==> config.mk <==
export PLATFORM = sky130hd
export DESIGN_NAME = spi_word_ram_access_slave
export DESIGN_NICKNAME = d
export VERILOG_FILES = /design/src/spi_word_ram_pkg.sv /design/src/spi_word_ram_access_slave.sv
export SDC_FILE = /design/constraint.sdc
export NUM_CORES = 1
export LEC_CHECK = 0
export BUFFER_PORTS_ARGS = -buffer_cell sky130_fd_sc_hd__buf_2
export CORE_MARGIN = 2
export CORE_UTILIZATION = 50
export DETAILED_ROUTE_END_ITERATION = 7
export GPL_ROUTABILITY_DRIVEN = 0
export PLACE_DENSITY = 0.7
export SLEW_MARGIN = 20
export SYNTH_ARGS = -nofsm -noshare
export SYNTH_HDL_FRONTEND = slang
export SYNTH_SLANG_ARGS = --single-unit
==> constraint.sdc <==
create_clock -name clk -period 4.2 [get_ports clk]
set_clock_uncertainty 0.2 [all_clocks]
set_input_delay 0.21 -clock clk [delete_from_list [all_inputs] [get_ports clk]]
set_output_delay 0.21 -clock clk [all_outputs]
set_load 0.005 [all_outputs]
==> src/spi_word_ram_pkg.sv <==
// constants for the serial word-RAM access port
// assumes a single 40 MHz system clock; link pins are asynchronous to it
package spi_word_ram_pkg;
	localparam int ADDR_WIDTH = 6;
	localparam int WORD_WIDTH = 24;
	localparam int RAM_DEPTH = 64;
	localparam logic [7:0] CMD_ACCESS = 8'h01;
	localparam logic [1:0] OP_READ = 2'h0;
	localparam logic [1:0] OP_WRITE = 2'h2;
	localparam int OP_LSB = 0;
	localparam int ADDR_LSB = 2;
	localparam logic [2:0] FRAME_BYTES = 3'h5;
	localparam logic [2:0] FIRST_DATA_BYTE = 3'h2;
	localparam logic [WORD_WIDTH-1:0] RAM_RESET = 24'h00_0000;
	localparam int CLK_PERIOD_NS = 25;
endpackage

==> src/spi_word_ram_access_slave.sv <==
// serial slave port giving a host single-word access to a 64 x 24 word RAM
// assumes link pins are asynchronous and sampled by clk; serial clock far below clk
//
// Operation
// - device is only a slave; host supplies clock and select
// - select is active low; traffic ignored while select is high
// - mode 3: serial clock idles high
// - sample input on rising serial edge, change output on falling edge
// - every byte shifts most significant bit first
// - word address is six bits; only 64 words decoded
// - clock pauses of any length tolerated while select stays low
// - read: output high-impedance for bytes 0 and 1, then word msb first
// - words are 24 bits moved as three bytes, most significant first
// - output never driven during a write frame
`timescale 1ns/10ps
module spi_word_ram_access_slave #(
	parameter int RAM_WORDS = spi_word_ram_pkg::RAM_DEPTH
) (
	// system
	input wire logic clk,
	input wire logic reset_n,
	// serial link pins
	input wire logic slave_select_n,
	input wire logic serial_clk_pin,
	input wire logic serial_in_pin,
	output logic serial_out_pin,
	output logic serial_out_oe,
	// status
	output logic frame_active,
	output logic write_done
);
	localparam int AW = spi_word_ram_pkg::ADDR_WIDTH;
	localparam int WW = spi_word_ram_pkg::WORD_WIDTH;

	typedef enum logic [3:0] {
		ST_IDLE = 4'b0001,
		ST_CMD = 4'b0010,
		ST_DATA = 4'b0100,
		ST_SKIP = 4'b1000
	} phase_type;

	logic [1:0] ss_sync;
	logic [1:0] sck_sync;
	logic [1:0] sdi_sync;
	logic sck_prev;
	logic [WW-1:0] ram [RAM_WORDS];
	phase_type phase;
	logic [2:0] bit_cnt;
	logic [2:0] byte_cnt;
	logic [7:0] shift_in;
	logic [AW-1:0] addr;
	logic is_write;
	logic [WW-1:0] out_word;

	wire selected = !ss_sync[1];
	wire sck_rise = selected && sck_sync[1] && !sck_prev;
	wire sck_fall = selected && !sck_sync[1] && sck_prev;
	wire byte_end = sck_rise && bit_cnt == 3'h7;
	wire [7:0] next_byte = {shift_in[6:0], sdi_sync[1]};

	// two-flop synchronisers; the link clock is sampled, not used as a clock
	always_ff @(posedge clk) begin
		if (!reset_n) begin
			ss_sync <= 2'h3;
			sck_sync <= 2'h3;
			sdi_sync <= 2'h0;
			sck_prev <= 1'b1;
		end else begin
			ss_sync <= {ss_sync[0], slave_select_n};
			sck_sync <= {sck_sync[0], serial_clk_pin};
			sdi_sync <= {sdi_sync[0], serial_in_pin};
			sck_prev <= sck_sync[1];
		end
	end

	// bit and byte position; only edges move it, so pauses just hold it
	always_ff @(posedge clk) begin
		if (!reset_n || !selected) begin
			bit_cnt <= 3'h0;
			byte_cnt <= 3'h0;
			shift_in <= 8'h00;
		end else if (sck_rise) begin
			shift_in <= next_byte;
			bit_cnt <= bit_cnt + 3'h1;
			if (bit_cnt == 3'h7 && byte_cnt != spi_word_ram_pkg::FRAME_BYTES)
				byte_cnt <= byte_cnt + 3'h1;
		end
	end

	// frame phase and command decode
	always_ff @(posedge clk) begin
		if (!reset_n || !selected) begin
			phase <= ST_IDLE;
			addr <= '0;
			is_write <= 1'b0;
		end else begin
			case (phase)
				ST_IDLE: begin
					phase <= ST_CMD;
				end
				ST_CMD: begin
					if (byte_end && byte_cnt == 3'h0 && next_byte != spi_word_ram_pkg::CMD_ACCESS)
						phase <= ST_SKIP;
					if (byte_end && byte_cnt == 3'h1) begin
						addr <= next_byte[spi_word_ram_pkg::ADDR_LSB +: AW];
						if (next_byte[1:0] == spi_word_ram_pkg::OP_WRITE) begin
							is_write <= 1'b1;
							phase <= ST_DATA;
						end else if (next_byte[1:0] == spi_word_ram_pkg::OP_READ) begin
							phase <= ST_DATA;
						end else begin
							phase <= ST_SKIP;
						end
					end
				end
				ST_DATA: begin
					if (byte_end && byte_cnt == 3'h4)
						phase <= ST_SKIP;
				end
				ST_SKIP: begin
					phase <= ST_SKIP;
				end
				default: begin
					phase <= ST_IDLE;
				end
			endcase
		end
	end

	// write data collects msb first; ram word changes only on the last byte
	logic [15:0] wr_hold;
	always_ff @(posedge clk) begin
		if (!reset_n) begin
			wr_hold <= 16'h0000;
			write_done <= 1'b0;
		end else begin
			write_done <= 1'b0;
			if (phase == ST_DATA && is_write && byte_end) begin
				wr_hold <= {wr_hold[7:0], next_byte};
				if (byte_cnt == 3'h4) begin
					ram[addr] <= {wr_hold, next_byte};
					write_done <= 1'b1;
				end
			end
		end
	end

	// read output: word loaded after the address byte, shifted on falling edges
	always_ff @(posedge clk) begin
		if (!reset_n || !selected) begin
			out_word <= spi_word_ram_pkg::RAM_RESET;
			serial_out_pin <= 1'b1;
			serial_out_oe <= 1'b0;
		end else if (phase == ST_DATA && !is_write && byte_cnt >= spi_word_ram_pkg::FIRST_DATA_BYTE
				&& byte_cnt < spi_word_ram_pkg::FRAME_BYTES) begin
			if (sck_fall) begin
				serial_out_oe <= 1'b1;
				serial_out_pin <= out_word[WW-1];
				out_word <= {out_word[WW-2:0], 1'b0};
			end
		end else begin
			serial_out_oe <= 1'b0;
			if (phase == ST_CMD && byte_end && byte_cnt == 3'h1)
				out_word <= ram[next_byte[spi_word_ram_pkg::ADDR_LSB +: AW]];
		end
	end

	always_ff @(posedge clk) begin
		if (!reset_n)
			frame_active <= 1'b0;
		else
			frame_active <= selected;
	end
endmodule

# Yosys cells after proc, flatten, opt, wreduce, memory -nomap -nowiden
# Memory sizes are Yosys's and may differ from the RTL's. A register that Yosys moved wholly into a read port is not among the register bits.
# Cells that the tools add are included.
# totals
n_memories	1
out_inout_bits	4
ram_bits	1536
ff_bits	75
# mem_list
name	depth	width	rd	rd_ports_with_merged_regs	write_ports	line_no	rtl
ram	64	24	1	1	1	spi_word_ram_access_slave.sv:46	logic [WW-1:0] ram [RAM_WORDS];
# op_classes
bitwise	1
reduce_logical	33
n_mux	15
n_eq_ne	13
order_cmp	2
addsub	2
# op_table
op	n
$mux 24	3
$mux 4	5
$logic_and 1x1->1	17
$pmux 4 s4	1
$mux 6	2
$reduce_and 2->1	5
$ne 8x1->1 const B	1
$add 3x1->3 const B	2
$eq 3x3->1 const B	2
$ne 3x3->1 const B	2
$logic_not 1->1	5
$eq 4x1->1 const B	1
$eq 4x2->1 const B	1
$eq 4x3->1 const B	1
$eq 4x4->1 const B	1
$mux 1	4
$ne 2x2->1 const B	2
$eq 3x1->1 const B	1
$ge 3x2->1 const B	1
$logic_not 3->1	1
$lt 3x3->1 const B	1
$reduce_and 3->1	1
$eq 2x2->1 const B	1
$logic_not 2->1	1
4 further kinds	4

# Longest topological paths before layout
# Gate-level depths: netlist (run 1).
# depth
depth_word	9
mapped_depth	11
ltp_nobuf	8

# Worst setup path after synthesis (run 1)
# Ideal clock, no wire load.
# synth_path
path_kind	reg-to-reg
start	register bit_cnt[0]
end	memory ram[62][0] (netlist name) (enable)
path_slack_ns	0.573
setup_ns	0.405
arrival_ns	3.022
path_stages_with_launch	8
t_required_ns	3.595
cell_sequence	dfxtp_1 -> ha_1 -> ha_1 -> nor4bb_1 -> nand3_1 -> nor3_1 -> nand3_1 -> nor2_1
# synth_between
elab_chain_cells	6
# synth_lines
element	line_no	rtl
from (decl)	spi_word_ram_access_slave.sv:48	logic [2:0] bit_cnt;
from (signal assigned)	spi_word_ram_access_slave.sv:84	bit_cnt <= bit_cnt + 3'h1;
$eq 3x3->1	spi_word_ram_access_slave.sv:58	wire byte_end = sck_rise && bit_cnt == 3'h7;
$logic_and 1x1->1	spi_word_ram_access_slave.sv:58	
$logic_and 1x1->1	spi_word_ram_access_slave.sv:138	if (phase == ST_DATA && is_write && byte_end) begin
$mux 1	n/a	
$mux 1	spi_word_ram_access_slave.sv:133	if (!reset_n) begin
$mux 1 (implied by the code)	spi_word_ram_access_slave.sv:141	ram[addr] <= {wr_hold, next_byte};
to (decl)	spi_word_ram_access_slave.sv:46	
# No other way between the ends.

# Worst setup path in the final report (run 1)
# layout_path
start	register bit_cnt[0]
end	memory ram[28][9] (netlist name) (enable)
# Same word-level chain as after synthesis.

==> results.md, run 1 <==
- Sum Neg Setup Slack: 0 ns
- Fin nets: 3177
- DRC Markers: 0
- DRT antenna net count: 0
- DP HPWL: about 98 mm
- Die area: 128000 um^2
- Root buf cell: clkbuf_16
- RSZ-0062 raised after global routing: false
- Htree depth: 4
- Top cell type's share of synthesized area: roughly 74%
- Final setup viols: 0
- Pwr per Cell Area: around 440 nW/um^2
- Vias in the first global route: 31300
- GRT Total Usage: between 20% and 30%
- Post-Syn Area per Cell: 20.9 um^2
- Starting Density: 50.4%
- Worst Path Required: ~4.4 ns
- Crit path DAT: 3.97 ns
- Top post-synthesis cells by area: edfxtp_1 74%, mux4_2 13%, dfxtp_1 2.6%, mux2i_1 1.1%, mux2_2 0.99%
- Tmin final: 3.77 ns
- Vias per cell: 6.49
- Synth async-reset ratio: 0%
- Ys flop type: edfxtp_1
- Final hold violations: 0
- Lkg Pwr: 0.0215 uW
- Synthesis warning total: 0
- Largest net degree at the start of global routing: 69
- Min-delay src: reset_n
- HP Class: in -> reg
- Routed len/inst: 32.2 um
- Synth unique cells: 74
- Final worst-path cycle share: approximately 90%
- Area leader, netlist: edfxtp_1
- Crit end category: register
- Cts repair resizes: 0
- Initial drt markers: 5009
- Mapped Area: 62400 um^2
- Gate count of the mapped netlist: 2978
- FMAX: 265 MHz
- R2R Path Start: bit_cnt[0]
- Final Max Slew Viols: 0
- Clk Latency, worst-skew pair: 0.76 ns
- Hold path depth: 4
- R2r setup slk: 0.43 ns
- Sink Count: 1617
- Final Power: 31100 uW
- Area delta synth->final: 12.7%
- Synth Register Bits: 1617
- GR Overflow Total: 0
- Reg-to-Reg End: ram[28][9]
- Register-to-Register Path Depth: 10
- I/O Pins: 9
- Crit Path Category: reg -> reg
- Fraction of layout cells with a size suffix above 1: 27.8%
- Placed cell area: 65200 um^2
- First-pass GRT wire length: ~230 mm
- Deepest clock path buffer count: 3
- Finished Cell Area: 70300 um^2
- Status: finished, final reports clean
- Post-synth EDFFs: 1536
- I/O Buffers: 8
- Hold Path Sink: write_done
- Die Y: 357 um
- TritonCTS buffer count: approximately 160
- Core ar.: approximately 120000 um^2
- Layout Cells excl Fill: 4930
- Clock-pin slew on the worst setup and hold paths: around 0.06 ns
- Antenna violations before repair: 13
- Startpoint types: register
- FP Rows: 129
- CTS tree: built
- WL final: 159 mm
- DR vias: ~32000
- Hold_ws: 0.189 ns
- Sequential cell area fraction in the yosys report: 76.6%
- Worst VDD drop: 0.331 mV
- DRT Pass-1 Iters: 8
- Die width: 357 um
- Slew at the pin closest to its max-slew limit: 1.14 ns
- CP Max Fanout: 24
- Placed Cells: 4636
- Max-cap violations: 0
- Syn_nets: approximately 3000
- Relative slew slack: 23.9%
## power by group
part / internal (uW) / total, uW / switching (uW)
logic: 16.6 / 42.2 / 25.6
clock network: 7870 / 13700 / 5800
registers: 17400 / 17400 / 8.18
total: 25300 / 31100 / 5830
## kinds of logic after synthesis
logic type,after synthesis,synth area share [%]
DFF,1617,76.6
xor gates and xnor gates,3,0.0421
adders and majority gates,5,0.100
AOI/OAI and AO/OA,309,3.54
muxes,482,15.0
and+or+nand+nor,390,3.05
buffers and inverters,172,1.70
## worst max-delay path, cell delays in order, from the launching register on
cell,delay (ns)
dfxtp_1,0.35
ha_1,0.17
ha_1,0.16
nor4bb_1,0.53
nand3_1,0.18
buf_4,0.23
nor3_1,0.62
nand2_1,0.16
buf_4,0.24
nor2_2,0.15
buf_4,0.40
## worst max path at each step
| stage | start | endpoint | slack, ns |
|---|---|---|---|
| floorplan | bit_cnt[0] | ram[62][0] | 0.57 |
| global placement | bit_cnt[0] | ram[28][9] | 0.51 |
| detailed placement | bit_cnt[0] | ram[28][22] | 0.46 |
| CTS | bit_cnt[0] | ram[28][15] | 0.43 |
| global route | bit_cnt[0] | ram[36][5] | 0.17 |
| finish | bit_cnt[0] | ram[28][9] | 0.43 |
## placed cells by master, fill, tap and decap left out, drive strengths merged, types with 8 or more instances in the layout
cell	synthesis	layout
clkinv	0	64
nor2b	22	22
a2111oi	9	9
nor4	11	11
dlygate4sd3	0	10
dfxtp	81	81
a21boi	17	17
a211oi	19	19
or3	8	8
buf	118	188
a22oi	22	22
a21oi	50	50
nor3	22	22
mux4	356	356
and3	9	9
o21ai	31	31
a211o	8	8
nand4	10	10
clkbuf	49	189
a221oi	22	22
nand2	122	122
o221ai	25	25
nand3	27	27
nand2b	20	20
o22ai	60	60
bufinv	0	15
inv	5	8
nor2	109	109
mux2	55	55
mux2i	71	71
edfxtp	1536	1536
## registers in the layout, indices dropped and copies added (netlist names), 2 cells and up, named ones only
signal / cells
out_word: 24
shift_in: 7
phase: 4
sck_sync: 2
bit_cnt: 3
addr: 6
ram: 1536
wr_hold: 16
ss_sync: 2
sdi_sync: 2
byte_cnt: 3
## cell type report
class,instances,area (um^2)
inverters,5,18.8
well taps,1637,2050
clock buffers,189,4100
diodes,6,15.0
flip-flops and latches,1617,47800
repair buffers,198,1690
multi-input cells,1189,13700
clock inverters,89,858
fillers,8769,53500
## cells in the mapped netlist, drive strengths merged, types with 25 or more instances
library cell / instances
a21oi: 50
mux2i: 71
buf: 118
clkbuf: 49
nand2: 122
edfxtp: 1536
o22ai: 60
mux2: 55
nand3: 27
dfxtp: 81
o21ai: 31
nor2: 109
mux4: 356
o221ai: 25
## per-stage QoR
| step | utilization [%] | setup WS [ns] |
|---|---|---|
| global placement | 52.7 | 0.512 |
| finish | 56.8 | 0.429 |
| CTS | 56.7 | 0.426 |
| global route | 56.7 | 0.166 |
| detailed placement | 52.7 | 0.461 |
| floorplan | - | 0.573 |
## per-layer routing
metal	vias to the layer above	global-route usage (%)	wire, um
met4	6	10.1	6630
met2	2036	39.4	75900
met3	343	4.99	16300
li1	12900	-	-
met5	-	0	42
met1	16700	34.8	59700
## timing repair
item | CTS | global route
endpoints found under the hold margin | 24 | 0
hold buffers | 10 | 0
setup buffers | 0 | 0
setup endpoints to repair | 0 | 0
(Power assumes the default switching activity.)
==> run 2: changes to the inputs <==
CORE_UTILIZATION = 38   (was 50)
PLACE_DENSITY = 0.57   (was 0.7)
==> results.md, run 2 (synthesis results as in run 1) <==
- Fin nets: 3206 (+0.91%)
- Switching Fraction: 19.4% (+0.64 points)
- First-pass GRT wire length: 233 mm (+2.5%)
- Vias per cell: 5.63 (-13%)
- Power share of the clock group: 44.6% (+0.6 points)
- Pwr per Cell Area: 441 nW/um^2 (-0.43%)
- Antenna violations before repair: 6 (-7)
- I/O Buffers: 8 (unchanged)
- Combinational power share: 0.1% (about the same)
- Clock-pin slew on the worst setup and hold paths: 0.06 ns (about the same)
- Reg-to-Reg End: ram[6][9]
- Final Max Slew Viols: 0 (unchanged)
- Crit Path Category: reg -> reg
- Postcts setup bufs: 0 (unchanged)
- DRC Markers: 0 (unchanged)
- Die Y: 409 um (+15%)
- Layout Cells excl Fill: 5504 (+12%)
- Placed cell area: 66300 um^2 (+1.7%)
- Largest net degree at the start of global routing: 69 (unchanged)
- P_sw: 6110 uW (+4.7%)
- FMAX: 270 MHz (+1.6%)
- Lkg Pwr: 0.0217 uW (+1.0%)
- Vias in the first global route: 30600 (-2.4%)
- Commonest cells after routing, fill and taps aside: 1536 x edfxtp_1, 353 x mux4_2, 172 x buf_4
- Multi-input logic area: 13700 um^2 (+0.13%)
- Layout Utilization: 43.8% (-13 points)
- # hold bufs at CTS: 10 (unchanged)
- CTS tree: built
- Uppermost layer routed: met4
- Htree depth: 4 (unchanged)
- Die area: 167000 um^2 (+31%)
- I/O Pins: 9 (unchanged)
- Register-to-Register Path Depth: 10 (unchanged)
- DP HPWL: 101 mm (+3.1%)
- Tmin final: 3.71 ns (-0.0612 ns)
- Max reg flops: 1536 (unchanged)
- DRT antenna net count: 0 (unchanged)
- Slew at the pin closest to its max-slew limit: 1.13 ns (-0.00780 ns)
- Pre-CTS setup slack: 0.568 ns (+0.107 ns)
- Initial drt markers: 3924 (-22%)
- Status: finished, final reports clean
- Routed len/inst: 29.8 um (-7.5%)
- Register area: 47800 um^2 (about the same)
- Area delta synth->final: 14.6%
- Sink Count: 1617 (unchanged)
- GR Overflow Total: 0 (unchanged)
- Worst setup path endpoint: ram[6][9]
- Worst VDD drop: 0.462 mV (+40%)
- Final worst-path cycle share: 88.3% (-1.5 points)
- TritonCTS buffer count: 160 (+2.6%)
- Root buf cell: clkbuf_16
- Leading cell type in the layout, fill and taps excluded: edfxtp_1
- GRT Total Usage: 19.5% (-5.6 points)
- Placed Cells: 5199 (+12%)
- Fill count: 13900 (+59%)
- Core ar.: 163000 um^2 (+32%)
- M1 WL: 69.1 mm (+16%)
- Final hold violations: 0 (unchanged)
- Crit end category: register
- Sequential power share: 55.2% (-0.7 points)
- Worst Path Required: 4.41 ns (about the same)
- Met2 wire length: 77.9 mm (+2.6%)
- Crit path DAT: 3.92 ns (-0.05 ns)
- Pint: 25400 uW (+0.45%)
- Starting Density: 38.3% (-12 points)
- RSZ-0062 raised after global routing: false
- Biggest regs: ram: 1536 flops, out_word: 24 flops, wr_hold: 16 flops
- Fraction of layout cells with a size suffix above 1: 28.3% (+0.47 points)
- DR vias: 31000 (-3.1%)
- Cts repair resizes: 0 (unchanged)
- Startpoint types: register
- Final setup viols: 0 (unchanged)
- DRT Pass-1 Iters: 6 (-2)
- WL final: 164 mm (+3.3%)
- Max-cap violations: 0 (unchanged)
- FP Rows: 148 (+15%)
- CP Max Fanout: 24 (unchanged)
- Largest reg by FF count: ram
- Sum Neg Setup Slack: 0 ns (unchanged)
- Finished Cell Area: 71500 um^2 (+1.7%)
- HP Class: in -> reg
- R2R Path Start: bit_cnt[0]
- R2r setup slk: 0.49 ns (+0.06 ns)
- Deepest clock path buffer count: 3 (unchanged)
- Wire length on met3: 12.3 mm (-24%)
- Critical Path Source: bit_cnt[0]
- Relative slew slack: 24.5% (+0.52 points)
- Setup slack after layout: 0.490 ns (+0.0612 ns)
- Die width: 409 um (+15%)
- Clk Latency, worst-skew pair: 0.79 ns (+0.03 ns)
[run 2: cell type report]
| cell class | instances | share of cell area [%] |
|---|---|---|
| Inverter | 5 | 0.0263 |
| Multi-Input combinational cell | 1189 | 19.2 |
| Clock inverter | 90 | 1.22 |
| Sequential cell | 1617 | 66.9 |
| Tap cell | 2175 | 3.81 |
| Antenna cell | 1 | 0.00350 |
| Timing Repair Buffer | 223 | 2.93 |
| Clock buffer | 204 | 5.89 |
[run 2: worst max-delay path, cell delays in order, from the launching register on]
cell,delay [ns]
dfxtp_1,0.35
ha_1,0.15
ha_1,0.16
nor4bb_1,0.56
nand3_1,0.23
buf_4,0.25
nor3_1,0.43
nand3_1,0.20
buf_4,0.22
nor2_2,0.11
buf_4,0.41
[run 2: per-layer routing]
| metal | vias up | track usage, % |
|---|---|---|
| li1 | 12900 | - |
| met1 | 16500 | 27.4 |
| met2 | 1275 | 30.7 |
| met3 | 249 | 3.86 |
| met4 | 0 | 5.75 |
| met5 | - | 0 |
[run 2: worst min path at each step]
| stage | startpoint | to | slack (ns) | cells past startpoint |
|---|---|---|---|---|
| CTS | reset_n | sck_prev | 0.14 | 3 |
| detailed placement | serial_clk_pin | sck_sync[0] | 0.21 | 2 |
| finish | reset_n | sck_prev | 0.20 | 3 |
| global route | reset_n | sck_prev | 0.18 | 3 |
| floorplan | reset_n | sck_sync[1] | 0.08 | 1 |
| global placement | slave_select_n | ss_sync[0] | 0.20 | 2 |
[run 2: power groups by stage]
stage                     sequential, uW  clock [uW]  combinational (uW)
after detailed placement           17700           0                34.3
after global placement             17700           0                34.1
final                              17400       14100                42.4
after floorplan                    17700           0                17.9
after CTS                          17400       14300                41.9
after global routing               17400       14900                45.0
[run 2: through the flow]
| step | hold slack, ns | total power [uW] |
|---|---|---|
| after floorplan | 0.0830 | 17700 |
| after global placement | 0.198 | 17800 |
| after detailed placement | 0.206 | 17800 |
| after CTS | 0.135 | 31700 |
| after global routing | 0.183 | 32300 |
| final | 0.197 | 31500 |
